===== config.mk =====
export PLATFORM = sky130hd
export DESIGN_NAME = feap_ctrl
export DESIGN_NICKNAME = d
export VERILOG_FILES = /design/src/feap_pkg.sv /design/src/feap_chk_if.sv /design/src/feap_prot_chk.sv /design/src/feap_ctrl.sv
export SDC_FILE = /design/constraint.sdc
export NUM_CORES = 1
export LEC_CHECK = 0
export BUFFER_PORTS_ARGS = -buffer_cell sky130_fd_sc_hd__buf_2
export CORE_AREA = 2 2 173 175
export CTS_BUF_LIST = sky130_fd_sc_hd__clkbuf_4
export DETAILED_ROUTE_END_ITERATION = 10
export DIE_AREA = 0 0 175 177
export PLACE_DENSITY = 0.73
export SLEW_MARGIN = 20
export SYNTH_ARGS = -nofsm -noshare
export SYNTH_HDL_FRONTEND = slang
export SYNTH_HIERARCHICAL = 1
export SYNTH_SLANG_ARGS = --single-unit

===== constraint.sdc =====
create_clock -name i_clk -period 7.2 [get_ports i_clk]
set_input_delay 0.36 -clock i_clk [delete_from_list [all_inputs] [get_ports i_clk]]
set_output_delay 0.36 -clock i_clk [all_outputs]
set_load 0.005 [all_outputs]

===== src/feap_pkg.sv =====
package feap_pkg;

	// ****************************************************************
	// array geometry
	// ****************************************************************
	localparam int FLASH_BYTES = 131072;
	localparam int ERASE_BYTES = 1024;
	localparam int PROT_BYTES = 2048;
	localparam int ADDR_W = 17;
	localparam int WORD_LSB = 2;
	localparam int ERASE_LSB = 10;
	localparam int PROT_LSB = 11;
	localparam int DATA_W = 32;
	localparam int WADDR_W = ADDR_W - WORD_LSB;
	localparam int ERASE_IDX_W = ADDR_W - ERASE_LSB;
	localparam int PROT_IDX_W = ADDR_W - PROT_LSB;
	localparam int WCNT_W = ERASE_LSB - WORD_LSB;
	localparam int N_ERASE = FLASH_BYTES / ERASE_BYTES;
	localparam int N_PROT = FLASH_BYTES / PROT_BYTES;

	// ****************************************************************
	// values
	// ****************************************************************
	localparam logic [DATA_W-1:0] ERASED_WORD = 32'hffff_ffff;
	localparam logic [DATA_W-1:0] DENIED_WORD = 32'h0000_0000;
	localparam logic [WCNT_W-1:0] WCNT_LAST = 8'hff;

	// ****************************************************************
	// access kinds seen by the protection check
	// ****************************************************************
	typedef enum logic [2:0] {
		KIND_FETCH = 3'b001,
		KIND_DATA = 3'b010,
		KIND_MODIFY = 3'b100
	} feap_kind_t;

endpackage : feap_pkg


===== src/feap_chk_if.sv =====
`timescale 1ns/1ps
`default_nettype none
interface feap_chk_if;
	logic [feap_pkg::ADDR_W-1:0] addr;
	feap_pkg::feap_kind_t kind;
	logic allow;

	modport req (output addr, output kind, input allow);
	modport chk (input addr, input kind, output allow);
endinterface : feap_chk_if
`default_nettype wire


===== src/feap_prot_chk.sv =====
`timescale 1ns/1ps
`default_nettype none
module feap_prot_chk (
	feap_chk_if.chk bus,
	input wire logic [feap_pkg::N_PROT-1:0] i_prot_rd_en,
	input wire logic [feap_pkg::N_PROT-1:0] i_prot_pe_en
);
	logic [feap_pkg::PROT_IDX_W-1:0] unit;

	// ****************************************************************
	// protection decode
	// ****************************************************************
	assign unit = bus.addr[feap_pkg::ADDR_W-1:feap_pkg::PROT_LSB];

	always_comb begin
		case (bus.kind)
			feap_pkg::KIND_FETCH: bus.allow = 1'b1;
			feap_pkg::KIND_DATA: bus.allow = i_prot_rd_en[unit];
			feap_pkg::KIND_MODIFY: bus.allow = i_prot_pe_en[unit];
			default: bus.allow = 1'b0;
		endcase
	end
endmodule : feap_prot_chk
`default_nettype wire


===== src/feap_ctrl.sv =====
// Summary of operation
// - The 128 KB array is split into 1 KB erase units, each erased alone without touching others.
// - A finished erase leaves every bit of the 1 KB unit at one.
// - Protection is held per 2 KB pair of erase units, both units sharing one setting.
// - A read-only protection unit refuses every erase and program request.
// - An execute-only unit refuses erase and program and serves only instruction fetch reads.
// - Permitted reads complete in one system clock cycle with no wait states.
`timescale 1ns/1ps
`default_nettype none
module feap_ctrl (
	input wire logic i_clk,
	input wire logic i_rst,
	input wire logic [feap_pkg::N_PROT-1:0] i_prot_rd_en,
	input wire logic [feap_pkg::N_PROT-1:0] i_prot_pe_en,
	input wire logic i_if_req,
	input wire logic [feap_pkg::ADDR_W-1:0] i_if_addr,
	output logic o_if_valid,
	output logic [feap_pkg::DATA_W-1:0] o_if_rdata,
	input wire logic i_dr_req,
	input wire logic [feap_pkg::ADDR_W-1:0] i_dr_addr,
	output logic o_dr_valid,
	output logic o_dr_err,
	output logic [feap_pkg::DATA_W-1:0] o_dr_rdata,
	input wire logic i_pg_req,
	input wire logic [feap_pkg::ADDR_W-1:0] i_pg_addr,
	input wire logic [feap_pkg::DATA_W-1:0] i_pg_data,
	output logic o_pg_ready,
	output logic o_pg_done,
	output logic o_pg_err,
	input wire logic i_er_req,
	input wire logic [feap_pkg::ADDR_W-1:0] i_er_addr,
	output logic o_er_ready,
	output logic o_er_done,
	output logic o_er_err,
	output logic o_busy,
	output logic [feap_pkg::WADDR_W-1:0] o_arr_if_addr,
	input wire logic [feap_pkg::DATA_W-1:0] i_arr_if_rdata,
	output logic [feap_pkg::WADDR_W-1:0] o_arr_dr_addr,
	input wire logic [feap_pkg::DATA_W-1:0] i_arr_dr_rdata,
	output logic o_arr_we,
	output logic [feap_pkg::WADDR_W-1:0] o_arr_waddr,
	output logic [feap_pkg::DATA_W-1:0] o_arr_wdata
);
	typedef enum logic [1:0] {
		ST_IDLE = 2'b01,
		ST_ERASE = 2'b10
	} feap_state_t;

	feap_state_t state_r;
	logic [feap_pkg::ERASE_IDX_W-1:0] er_unit_r;
	logic [feap_pkg::WCNT_W-1:0] wcnt_r;
	logic pg_wr_r;
	logic mod_idle;
	logic er_take;
	logic pg_take;

	feap_chk_if if_chk ();
	feap_chk_if dr_chk ();
	feap_chk_if md_chk ();

	// ****************************************************************
	// protection checks
	// ****************************************************************
	assign if_chk.addr = i_if_addr;
	assign if_chk.kind = feap_pkg::KIND_FETCH;
	assign dr_chk.addr = i_dr_addr;
	assign dr_chk.kind = feap_pkg::KIND_DATA;
	// erase has priority over program in the same cycle
	assign md_chk.addr = i_er_req ? i_er_addr : i_pg_addr;
	assign md_chk.kind = feap_pkg::KIND_MODIFY;

	feap_prot_chk u_if_chk (
		.bus(if_chk.chk),
		.i_prot_rd_en(i_prot_rd_en),
		.i_prot_pe_en(i_prot_pe_en)
	);
	feap_prot_chk u_dr_chk (
		.bus(dr_chk.chk),
		.i_prot_rd_en(i_prot_rd_en),
		.i_prot_pe_en(i_prot_pe_en)
	);
	feap_prot_chk u_md_chk (
		.bus(md_chk.chk),
		.i_prot_rd_en(i_prot_rd_en),
		.i_prot_pe_en(i_prot_pe_en)
	);

	// ****************************************************************
	// read paths
	// ****************************************************************
	assign o_arr_if_addr = i_if_addr[feap_pkg::ADDR_W-1:feap_pkg::WORD_LSB];
	assign o_arr_dr_addr = i_dr_addr[feap_pkg::ADDR_W-1:feap_pkg::WORD_LSB];

	always_ff @(posedge i_clk or posedge i_rst) begin
		if (i_rst) begin
			o_if_valid <= 1'b0;
			o_if_rdata <= feap_pkg::DENIED_WORD;
		end else begin
			o_if_valid <= i_if_req;
			if (i_if_req && if_chk.allow) begin
				o_if_rdata <= i_arr_if_rdata;
			end
		end
	end

	always_ff @(posedge i_clk or posedge i_rst) begin
		if (i_rst) begin
			o_dr_valid <= 1'b0;
			o_dr_err <= 1'b0;
			o_dr_rdata <= feap_pkg::DENIED_WORD;
		end else begin
			o_dr_valid <= i_dr_req;
			o_dr_err <= i_dr_req && !dr_chk.allow;
			if (i_dr_req) begin
				// denied data reads never expose the array contents
				o_dr_rdata <= dr_chk.allow ? i_arr_dr_rdata : feap_pkg::DENIED_WORD;
			end
		end
	end

	// ****************************************************************
	// modify requests
	// ****************************************************************
	assign mod_idle = (state_r == ST_IDLE) && !pg_wr_r;
	assign o_er_ready = mod_idle;
	assign o_pg_ready = mod_idle && !i_er_req;
	assign o_busy = !mod_idle;
	assign er_take = mod_idle && i_er_req;
	assign pg_take = mod_idle && !i_er_req && i_pg_req;

	always_ff @(posedge i_clk or posedge i_rst) begin
		if (i_rst) begin
			state_r <= ST_IDLE;
			er_unit_r <= '0;
			wcnt_r <= '0;
		end else begin
			case (state_r)
				ST_IDLE: begin
					if (er_take && md_chk.allow) begin
						er_unit_r <= i_er_addr[feap_pkg::ADDR_W-1:feap_pkg::ERASE_LSB];
						wcnt_r <= '0;
						state_r <= ST_ERASE;
					end
				end
				ST_ERASE: begin
					wcnt_r <= wcnt_r + 1'b1;
					if (wcnt_r == feap_pkg::WCNT_LAST) begin
						state_r <= ST_IDLE;
					end
				end
				default: state_r <= ST_IDLE;
			endcase
		end
	end

	always_ff @(posedge i_clk or posedge i_rst) begin
		if (i_rst) begin
			o_er_done <= 1'b0;
			o_er_err <= 1'b0;
		end else begin
			o_er_done <= (state_r == ST_ERASE) && (wcnt_r == feap_pkg::WCNT_LAST);
			o_er_err <= er_take && !md_chk.allow;
		end
	end

	always_ff @(posedge i_clk or posedge i_rst) begin
		if (i_rst) begin
			pg_wr_r <= 1'b0;
			o_pg_done <= 1'b0;
			o_pg_err <= 1'b0;
		end else begin
			pg_wr_r <= pg_take && md_chk.allow;
			o_pg_done <= pg_wr_r;
			o_pg_err <= pg_take && !md_chk.allow;
		end
	end

	// ****************************************************************
	// array write port
	// ****************************************************************
	// registered so the array sees settled levels; decisions mirror the state update
	always_ff @(posedge i_clk or posedge i_rst) begin
		if (i_rst) begin
			o_arr_we <= 1'b0;
			o_arr_waddr <= '0;
			o_arr_wdata <= '0;
		end else begin
			// the write strobe drops unless a word is due next cycle
			o_arr_we <= 1'b0;
			case (state_r)
				ST_IDLE: begin
					if (er_take && md_chk.allow) begin
						// first word of the selected unit
						o_arr_we <= 1'b1;
						o_arr_waddr <= {i_er_addr[feap_pkg::ADDR_W-1:feap_pkg::ERASE_LSB],
							{feap_pkg::WCNT_W{1'b0}}};
						o_arr_wdata <= feap_pkg::ERASED_WORD;
					end else if (pg_take && md_chk.allow) begin
						// a programmed word is written as given
						o_arr_we <= 1'b1;
						o_arr_waddr <= i_pg_addr[feap_pkg::ADDR_W-1:feap_pkg::WORD_LSB];
						o_arr_wdata <= i_pg_data;
					end
				end
				ST_ERASE: begin
					// erase walks only the words of the selected unit
					if (wcnt_r != feap_pkg::WCNT_LAST) begin
						o_arr_we <= 1'b1;
						o_arr_waddr <= {er_unit_r, wcnt_r + 1'b1};
						o_arr_wdata <= feap_pkg::ERASED_WORD;
					end
				end
				default: begin
					o_arr_we <= 1'b0;
				end
			endcase
		end
	end
endmodule : feap_ctrl
`default_nettype wire


Word level (Yosys, flattened, before mapping)
Cells that the tools add are included.
- word-level logic and storage cells: 70
- output and inout bits: 152
- flip-flop bits (word level): 137
- reductions and logical operators: 20
- equal/unequal tests: 8
- add/subtract/negate cells: 1
- $lt $le $gt $ge: 2
- multiplexer cells: 23
- operators with widths (kind ; number):
    two-way mux 32 bit ; 4
    one-hot mux 32 bit (2 select lines) ; 1
    two-way mux 15 bit ; 3
    one-hot mux 15 bit (2 select lines) ; 1
    two-way mux 17 bit ; 1
    one-hot mux 8 bit (2 select lines) ; 1
    less-than comparator 6 x 7 -> 1 bit, second input constant ; 2
    binary-select mux 1 bit (select 6 bit) ; 2
    logical AND 1 bit ; 10
    adder 8 x 1 -> 8 bit, second input constant ; 1
    == test 8 bit, second input constant ; 1
    two-way mux 8 bit ; 1
    != test 8 bit, second input constant ; 1
    AND reduction 2 bit ; 3
    logical NOT 1 bit ; 5
    two-way mux 1 bit ; 5
    two-way mux 2 bit ; 2
    != test 2 x 1 -> 1 bit, second input constant ; 2
    one-hot mux 2 bit (2 select lines) ; 1
    != test 3 x 1 -> 1 bit, second input constant ; 1
    AND reduction 3 bit ; 1
    == test 2 x 1 -> 1 bit, second input constant ; 1
    == test 2 bit, second input constant ; 1
    != test 2 bit, second input constant ; 1
    2 further kinds ; 2

Logic depth before layout (Yosys ltp)
Gate-level depths: netlist of run 1.
- depth in word-level cells: 8
- depth in mapped cells: 18
- depth with buffers taken out: 11

By module
The synthesis of run 1 kept the hierarchy.
- modules (own cells, without submodules) (module ; area an instance (sq um) ; instances ; cells each):
    feap_ctrl ; 6418.7 ; 1 ; 566
    feap_prot_chk ; 1202.4 ; 3 ; 103

Worst setup path after synthesis of run 1
No wires, ideal clock.
- path kind: input port to flip-flop
- from: in i_er_req
- to: reg o_arr_waddr[0] in the netlist's numbering
- setup slack: 3.124 ns
- library setup time: 0.125 ns
- stages on the path: 18
- arrival: 3.951 ns
- path buffers: 7
- cells stage by stage: buf_1 > buf_2 > mux2_2 > buf_6 > buf_4 > buf_6 > and2_1 > a22oi_1 > a211oi_1 > a2111oi_0 > o211ai_1 > nand4_1 > nand2b_1 > o21ai_0 > nor3b_2 > buf_6 > buf_12 > mux2_4
- longest elaborated chain between the ends: 6
- elaborated cells on any way between the ends: 13
- RTL lines (element ; RTL line ; source):
    start, declared ; feap_ctrl.sv:30 ; input wire logic i_er_req,
    two-way mux 17 bit * ; feap_ctrl.sv:69 ; assign md_chk.addr = i_er_req ? i_er_addr : i_pg_addr;
    net md_chk.addr (one bit) ; feap_chk_if.sv:4 ; logic [feap_pkg::ADDR_W-1:0] addr;
    binary-select mux 1 bit (select 6 bit) * ; feap_prot_chk.sv:19 ; feap_pkg::KIND_MODIFY: bus.allow = i_prot_pe_en[unit];
    two-way mux 1 bit (implied by the code) * ; feap_prot_chk.sv:19 ;
    net md_chk.allow ; feap_chk_if.sv:6 ; logic allow;
    logical AND 1 bit (on tied branches) ; feap_ctrl.sv:192, feap_ctrl.sv:198 ;
    != test 3 x 1 -> 1 bit (no source line) / two-way mux 15 bit (equally long branches) ; n/a ;
    AND reduction 3 bit (no source line) / one-hot mux 15 bit (2 select lines) (equally long branches) ; n/a ;
    end signal, assigned ; feap_ctrl.sv:195 ; o_arr_waddr <= {i_er_addr[feap_pkg::ADDR_W-1:feap_pkg::ERASE_LSB],
    end signal, assigned ; feap_ctrl.sv:201 ; o_arr_waddr <= i_pg_addr[feap_pkg::ADDR_W-1:feap_pkg::WORD_LSB];
    end signal, assigned ; feap_ctrl.sv:209 ; o_arr_waddr <= {er_unit_r, wcnt_r + 1'b1};
    end, declared ; feap_ctrl.sv:41 ; output logic [feap_pkg::WADDR_W-1:0] o_arr_waddr,
Mark *: on every way through the listed nets, which the timed path passes. The rest lies on a longest branch. The select of a mux whose other input is x is not followed.
A chain may end at the register's enable or synchronous reset.

Worst setup path in the final report of run 1
- from: in i_er_addr[12] in the netlist's numbering
- to: reg o_arr_wdata[6] in the netlist's numbering
- longest elaborated chain between the ends: 6
- elaborated cells on any way between the ends: 9
- RTL lines (element ; RTL line ; source):
    start, declared ; feap_ctrl.sv:31 ; input wire logic [feap_pkg::ADDR_W-1:0] i_er_addr,
    two-way mux 17 bit * ; feap_ctrl.sv:69 ;
    net md_chk.addr (one bit) ; feap_chk_if.sv:4 ;
    binary-select mux 1 bit (select 6 bit) * ; feap_prot_chk.sv:19 ;
    two-way mux 1 bit (implied by the code) * ; feap_prot_chk.sv:19 ;
    net md_chk.allow ; feap_chk_if.sv:6 ;
    logical AND 1 bit (on tied branches) ; feap_ctrl.sv:192, feap_ctrl.sv:198 ;
    != test 3 x 1 -> 1 bit (no source line) / two-way mux 32 bit (equally long branches) ; n/a ;
    AND reduction 3 bit (no source line) / one-hot mux 32 bit (2 select lines) (equally long branches) ; n/a ;
    end signal, assigned ; feap_ctrl.sv:197 ; o_arr_wdata <= feap_pkg::ERASED_WORD;
    end signal, assigned ; feap_ctrl.sv:202 ; o_arr_wdata <= i_pg_data;
    end signal, assigned ; feap_ctrl.sv:210 ; o_arr_wdata <= feap_pkg::ERASED_WORD;
    end, declared ; feap_ctrl.sv:42 ; output logic [feap_pkg::DATA_W-1:0] o_arr_wdata
Marks and branches as above.

==> reports/qor.yml, run 1 <==
synth_warnings: 6
holdPathStages: 3
clk_path_buf_depth: 2
p_leak_nw: 6.04
finClkSkew_ps: 20.1
grt.overflow.total: 0
hold_start: "i_arr_dr_rdata[24]"
antenna_found_initial: 9
peakVddDrop_v: 0.0000887
status: "finished, final reports clean"
crit_fanout: 45
start_util_pct: 33.9
cts_num_sinks: 137
p_total_mw: 1.92
min_period_ps: 4820
cp.buffers_inverters: 4
tightestPinTransition_ps: 930
syn_to_final_growth_pct: 30.0
die_w_um: 175
timing.rr.start: "state_r[0]"
first_pass_iters: 5
crit_slowest_cell: "mux2_2"
grt_pass1_wl_um: 51300
r2r_end: "o_arr_wdata[6]"
grt_pass1_vias: 9036
cts_buffers: 17
core_um2: 29200
first_iter_violations: 558
arrival_ps: 5250
track_usage_pct: 21.6
wirelength_um: 34400
tns_ps: 0
hold_path.class: "input pin to flop"
hold_viol: 0
pin_count: 450
relSlewSlack_pct: 36.4
rsz0062_at_grt: "no"
ant_nets: 0
viasPerCell: 5.33
crit_path_end_kind: "flop"
clkTransAtPathRegs_ps: 110
power-per-cell-area_nw_per_um2: 149
nets: 1596
required_ps: 7640
dieArea_um2: 31000
drv_cap: 0
synth.avg_cell_area_um2: 11.5
grt_max_degree: 72
hold_end: "o_dr_rdata[24]"
synth_cells: 864
max_freq_mhz: 208
fillCellCount: 2690
portBuffers: 397
worstPathCellList: "dlygate4sd3_1 > buf_2 > mux2_2 > buf_4 > mux4_2 > mux2i_1 > a2111oi_0 > o211ai_1 > nand4_1 > nand2b_1 > o21ai_0 > nor3b_4 > buf_4 > mux2_2"
maxSlewViolCount: 0
drc_errors: 0
critical-path-top-delay-family: "buffers and inverters"
rrSetupSlack_ps: 4260
globalplace.congestion: 0.861
dp_hpwl_um: 25000
vias: 9074
row_count: 63
cts-htree-levels: 4
cts_resized: 0
cpPeakStageDelay_ps: 750
cts_root_buffer: "clkbuf_4"
setup_viol: 0
routedWlPerCell_um: 20.2
crit_path_start_kind: "input pin"
cts_setup_buffers: 0
drive_gt1_share_pct: 45.6
clkLatencyLatePin_ps: 560
cts_tree: "yes"
die_h_um: 177
synth_area_um2: 9900
fin_crit_sh_pct: 66.9
reg2reg_depth: 8
critPathKind: "input pin to flop"
==> where the power goes <==
group	total, mW	switching [mW]	internal [mW]
combinational	0.571	0.278	0.292
clock	0.477	0.301	0.176
sequential	0.872	0.0352	0.837
total	1.92	0.615	1.30
==> per-stage QoR <==
stage / instance area, µm² / std cells / utilization, % / hold WS (ps) / worst slack [ps]
after detailed placement: 11900 / 1594 / 40.6 / 418 / 2120
final: 12900 / 1704 / 44.0 / 56.8 / 2380
after global routing: 12900 / 1702 / 44.0 / 13.2 / 2100
after global placement: 11900 / 1594 / 40.6 / 415 / 2150
after CTS: 12900 / 1698 / 44.0 / 0.318 / 2430
after floorplan: 10000 / 889 / - / 391 / 3170
==> worst max-delay path by stage <==
| stage | startpoint | end | slack, ps | depth (start not counted) |
|---|---|---|---|---|
| after floorplan | i_rst | er_unit_r[0] | 3170 | 1 |
| after global placement | i_er_req | o_arr_wdata[6] | 2150 | 13 |
| after detailed placement | i_er_req | o_arr_wdata[6] | 2120 | 13 |
| after CTS | i_er_addr[12] | o_arr_wdata[6] | 2430 | 14 |
| after global routing | i_er_addr[12] | o_arr_wdata[6] | 2100 | 14 |
| final | i_er_addr[12] | o_arr_wdata[6] | 2380 | 14 |
==> sequential cells by signal, indices dropped and copies added (netlist names), 2 cells and up <==
register,cells
state_r,2
o_if_rdata,32
o_dr_rdata,32
o_arr_waddr,15
er_unit_r,7
wcnt_r,8
o_arr_wdata,32
==> per-layer routing <==
metal	vias to the layer above	GRT usage, %	part of all wire, %
met5	-	0	0.046
met1	4475	25.0	38
met2	500	38.1	51
li1	4029	-	-
met3	68	5.52	7.7
met4	2	8.92	3.3
==> final cells by class <==
class                   count  area (µm²)  share of cell area (%)
flip-flops and latches    137        3430                    26.6
diodes                      6        15.0                   0.117
inverters                  55         211                    1.64
multi-input cells         607        5700                    44.3
well taps                 390         488                    3.79
clock buffers              18         135                    1.05
repair buffers            477        2770                    21.5
clock inverters            14         124                   0.962
==> repair_timing <==
item / CTS / global route
endpoints found under the setup margin: 0 / 0
hold buffers: 72 / 0
hold endpoints to repair: 137 / 0
==> tightest hold or removal path, stage by stage <==
cell and delay (ps):
buf_2 80, nand2_1 40, o21ai_0 80
==> cell usage in the layout, fill, tap and decap left out, types with 3 or more instances in the layout <==
| cell | instances |
|---|---|
| a2111oi_0 | 14 |
| buf_2 | 397 |
| nor2b_1 | 17 |
| a31o_2 | 7 |
| dlygate4sd3_1 | 72 |
| ha_1 | 3 |
| a211o_1 | 3 |
| o21ai_0 | 40 |
| clkinvlp_4 | 3 |
| and2_1 | 3 |
| buf_4 | 8 |
| conb_1 | 27 |
| mux2_2 | 55 |
| diode_2 | 6 |
| nand3_1 | 3 |
| a21oi_1 | 11 |
| nand2b_1 | 11 |
| a211oi_1 | 9 |
| dfrtp_1 | 136 |
| clkbuf_4 | 18 |
| mux4_2 | 51 |
| or3_1 | 32 |
| clkinv_2 | 3 |
| nor3_1 | 6 |
| clkinv_4 | 3 |
| mux4_1 | 21 |
| a22oi_1 | 18 |
| a221oi_2 | 9 |
| nand2_1 | 96 |
| inv_6 | 4 |
| a221oi_1 | 3 |
| mux2i_1 | 78 |
| o211ai_1 | 6 |
| mux2_4 | 30 |
| nand4_1 | 4 |
| nor2_1 | 26 |
| inv_1 | 53 |
No activity file was read; power rests on OpenSTA's default activity.
==> run 2: changes to the inputs <==
ABC_AREA = 1   (was not set)
CORE_AREA = 2 2 177 179   (was 2 2 173 175)
DIE_AREA = 0 0 179 181   (was 0 0 175 177)
PLACE_DENSITY = 0.72   (was 0.73)
clock period = 4.8 ns   (was 7.2 ns; I/O delays follow)
==> reports/qor.yml, run 2 <==
status: "finished, final reports clean"
finClkSkew_ps: 17.3  # -2.82 ps
row_count: 64  # +1.6%
first_iter_violations: 1418  # +150%
tightestPinTransition_ps: 1030  # +103 ps
cts-htree-levels: 4  # unchanged
final_common_cell: "nand2_1"
drc_errors: 0  # unchanged
cts_resized: 0  # unchanged
grt_pass1_vias: 12300  # +37%
synth_area_um2: 10400  # +5.0%
power-per-cell-area_nw_per_um2: 330  # +120%
antenna_found_initial: 8  # -1
dieArea_um2: 32400  # +4.6%
cts_num_sinks: 137  # unchanged
crit_path_start_kind: "input pin"
start_util_pct: 34.3  # +0.41 points
synth_cells: 1617  # +87%
cts_root_buffer: "clkbuf_4"
wirelength_um: 40700  # +18%
routedWlPerCell_um: 16.6  # -18%
grt.overflow.total: 0  # unchanged
clkTransAtPathRegs_ps: 120  # about the same
relSlewSlack_pct: 31.2  # -5.3 points
final_cell_mix: "767 x nand2_1, 403 x nand3_1, 397 x buf_2"
grt_max_degree: 80  # +11%
arrival_ps: 4180  # -1070 ps
rsz0062_at_grt: "no"
peakVddDrop_v: 0.000307  # +250%
core_um2: 30300  # +3.8%
hold_path.class: "input pin to flop"
met3_usage_pct: 5.77  # +0.25 points
grt_util_met2_pct: 39.1  # +0.95 points
cts_tree: "yes"
min_period_ps: 3670
grt_pass1_wl_um: 63200  # +23%
clk_path_buf_depth: 2  # unchanged
required_ps: 5310  # -2330 ps
cts_buffers: 17  # unchanged
portBuffers: 397  # unchanged
critPathKind: "input pin to flop"
synth.avg_cell_area_um2: 6.43  # -44%
syn_to_final_growth_pct: 30.7
top_regs: "o_arr_wdata (32), o_dr_rdata (32), o_if_rdata (32)"
tns_ps: 0  # unchanged
max_freq_mhz: 272
cts_hold_buf: 112  # +56%
crit_path_end_kind: "flop"
pin_count: 450  # unchanged
viasPerCell: 5.22  # -1.9%
top_usage_layer: "met2"
setup_viol: 0  # unchanged
p_total_mw: 4.49  # +130%
crit_fanout: 64  # +42%
p_leak_nw: 7.53  # +25%
track_usage_pct: 24.4  # +2.8 points
die_h_um: 181  # +2.3%
drv_cap: 0  # unchanged
hold_viol: 0  # unchanged
drive_gt1_share_pct: 26.4  # -19 points
maxSlewViolCount: 0  # unchanged
first_pass_iters: 8  # +3
grt_use_met1_pct: 30.8  # +5.8 points
ant_nets: 0  # unchanged
fillCellCount: 3045  # +13%
die_w_um: 179  # +2.3%
globalplace.congestion: 0.905  # +5.1%
fin_crit_sh_pct: 76.5
cts_setup_buffers: 0  # unchanged
dp_hpwl_um: 27400  # +9.6%
synth_warnings: 6  # unchanged
vias: 12800  # +41%
nets: 2343  # +47%
clkLatencyLatePin_ps: 570  # about the same
run 2: cell count changes in the layout (fill, tap and decap cells not counted), moves of 30 or more:
cell           previous run  this run
or2_2                     0        32
o21ai_0                  40         6
dlygate4sd3_1            72       112
nand3_1                   3       403
nand2_1                  96       767
mux2_4                   30         0
mux2i_1                  78         0
mux4_2                   51         0
or3_1                    32         0
run 2: worst max-delay path, cell delays in order:
cell and delay, ps:
dlygate4sd3_1 520, buf_2 120, nand2_1 60, nand2_2 100
buf_4 560, nand2_1 130, nand3_1 130, nand3_1 100
nand2_1 130, nand2_1 70, nand3_1 70, nand3_1 60
nand2_1 70, nand2_1 50, nand3_1 280, a31oi_1 210
nand2_2 190, inv_2 60, nor2_4 730, nand2_1 140
nand2_1 100
run 2: area by class of cell:
cell class / instances / area [µm²] / area share (%)
Antenna cell: 6 / 15.0 / 0.110
Clock buffer: 19 / 143 / 1.05
Clock inverter: 13 / 178 / 1.31
Inverter: 47 / 184 / 1.35
Multi-Input combinational cell: 1312 / 5890 / 43.4
Sequential cell: 137 / 3430 / 25.2
Tap cell: 396 / 495 / 3.64
Timing Repair Buffer: 527 / 3260 / 23.9
run 2: worst paths after layout:
| kind | to | from | slack (ps) | cells after the start |
|---|---|---|---|---|
| worst max-delay path | o_arr_wdata[10] | i_er_addr[11] | 1130 | 21 |
| worst min-delay path | o_arr_waddr[8] | i_pg_addr[10] | 40 | 5 |
| worst max register to register | wcnt_r[6] | state_r[0] | 2080 | 9 |
| worst min register to register | o_pg_done | pg_wr_r | 480 | 0 |
| max in group asynchronous | o_arr_wdata[28] | i_rst | 3240 | 4 |
| min in group asynchronous | o_arr_wdata[13] | i_rst | 360 | 3 |
run 2: power breakdown:
group | total [mW] | switching [mW] | leakage [nW] | internal, mW
combinational | 1.96 | 1.15 | 5.62 | 0.807
sequential | 1.68 | 0.190 | 1.73 | 1.49
clock | 0.852 | 0.430 | 0.175 | 0.422
run 2: per-stage QoR:
stage	instance area [µm²]	setup WS (ps)	hold WS [ps]	util, %	std cells
3_3_place_gp	12100	838	374	40.0	2307
5_1_grt	13600	797	22.1	44.8	2455
2_1_floorplan	10500	894	271	-	1636
4_1_cts	13600	1240	0.530	44.7	2451
3_5_place_dp	12100	786	374	40.0	2307
6_report	13600	1130	42.5	44.8	2457
run 2: metal layers:
metal  vias to the layer above  part of all wire, %
met2                       785                   46
met4                         8                  4.0
met3                       165                   10
met5                         -                 0.13
li1                       5998                    -
met1                      5881                   39
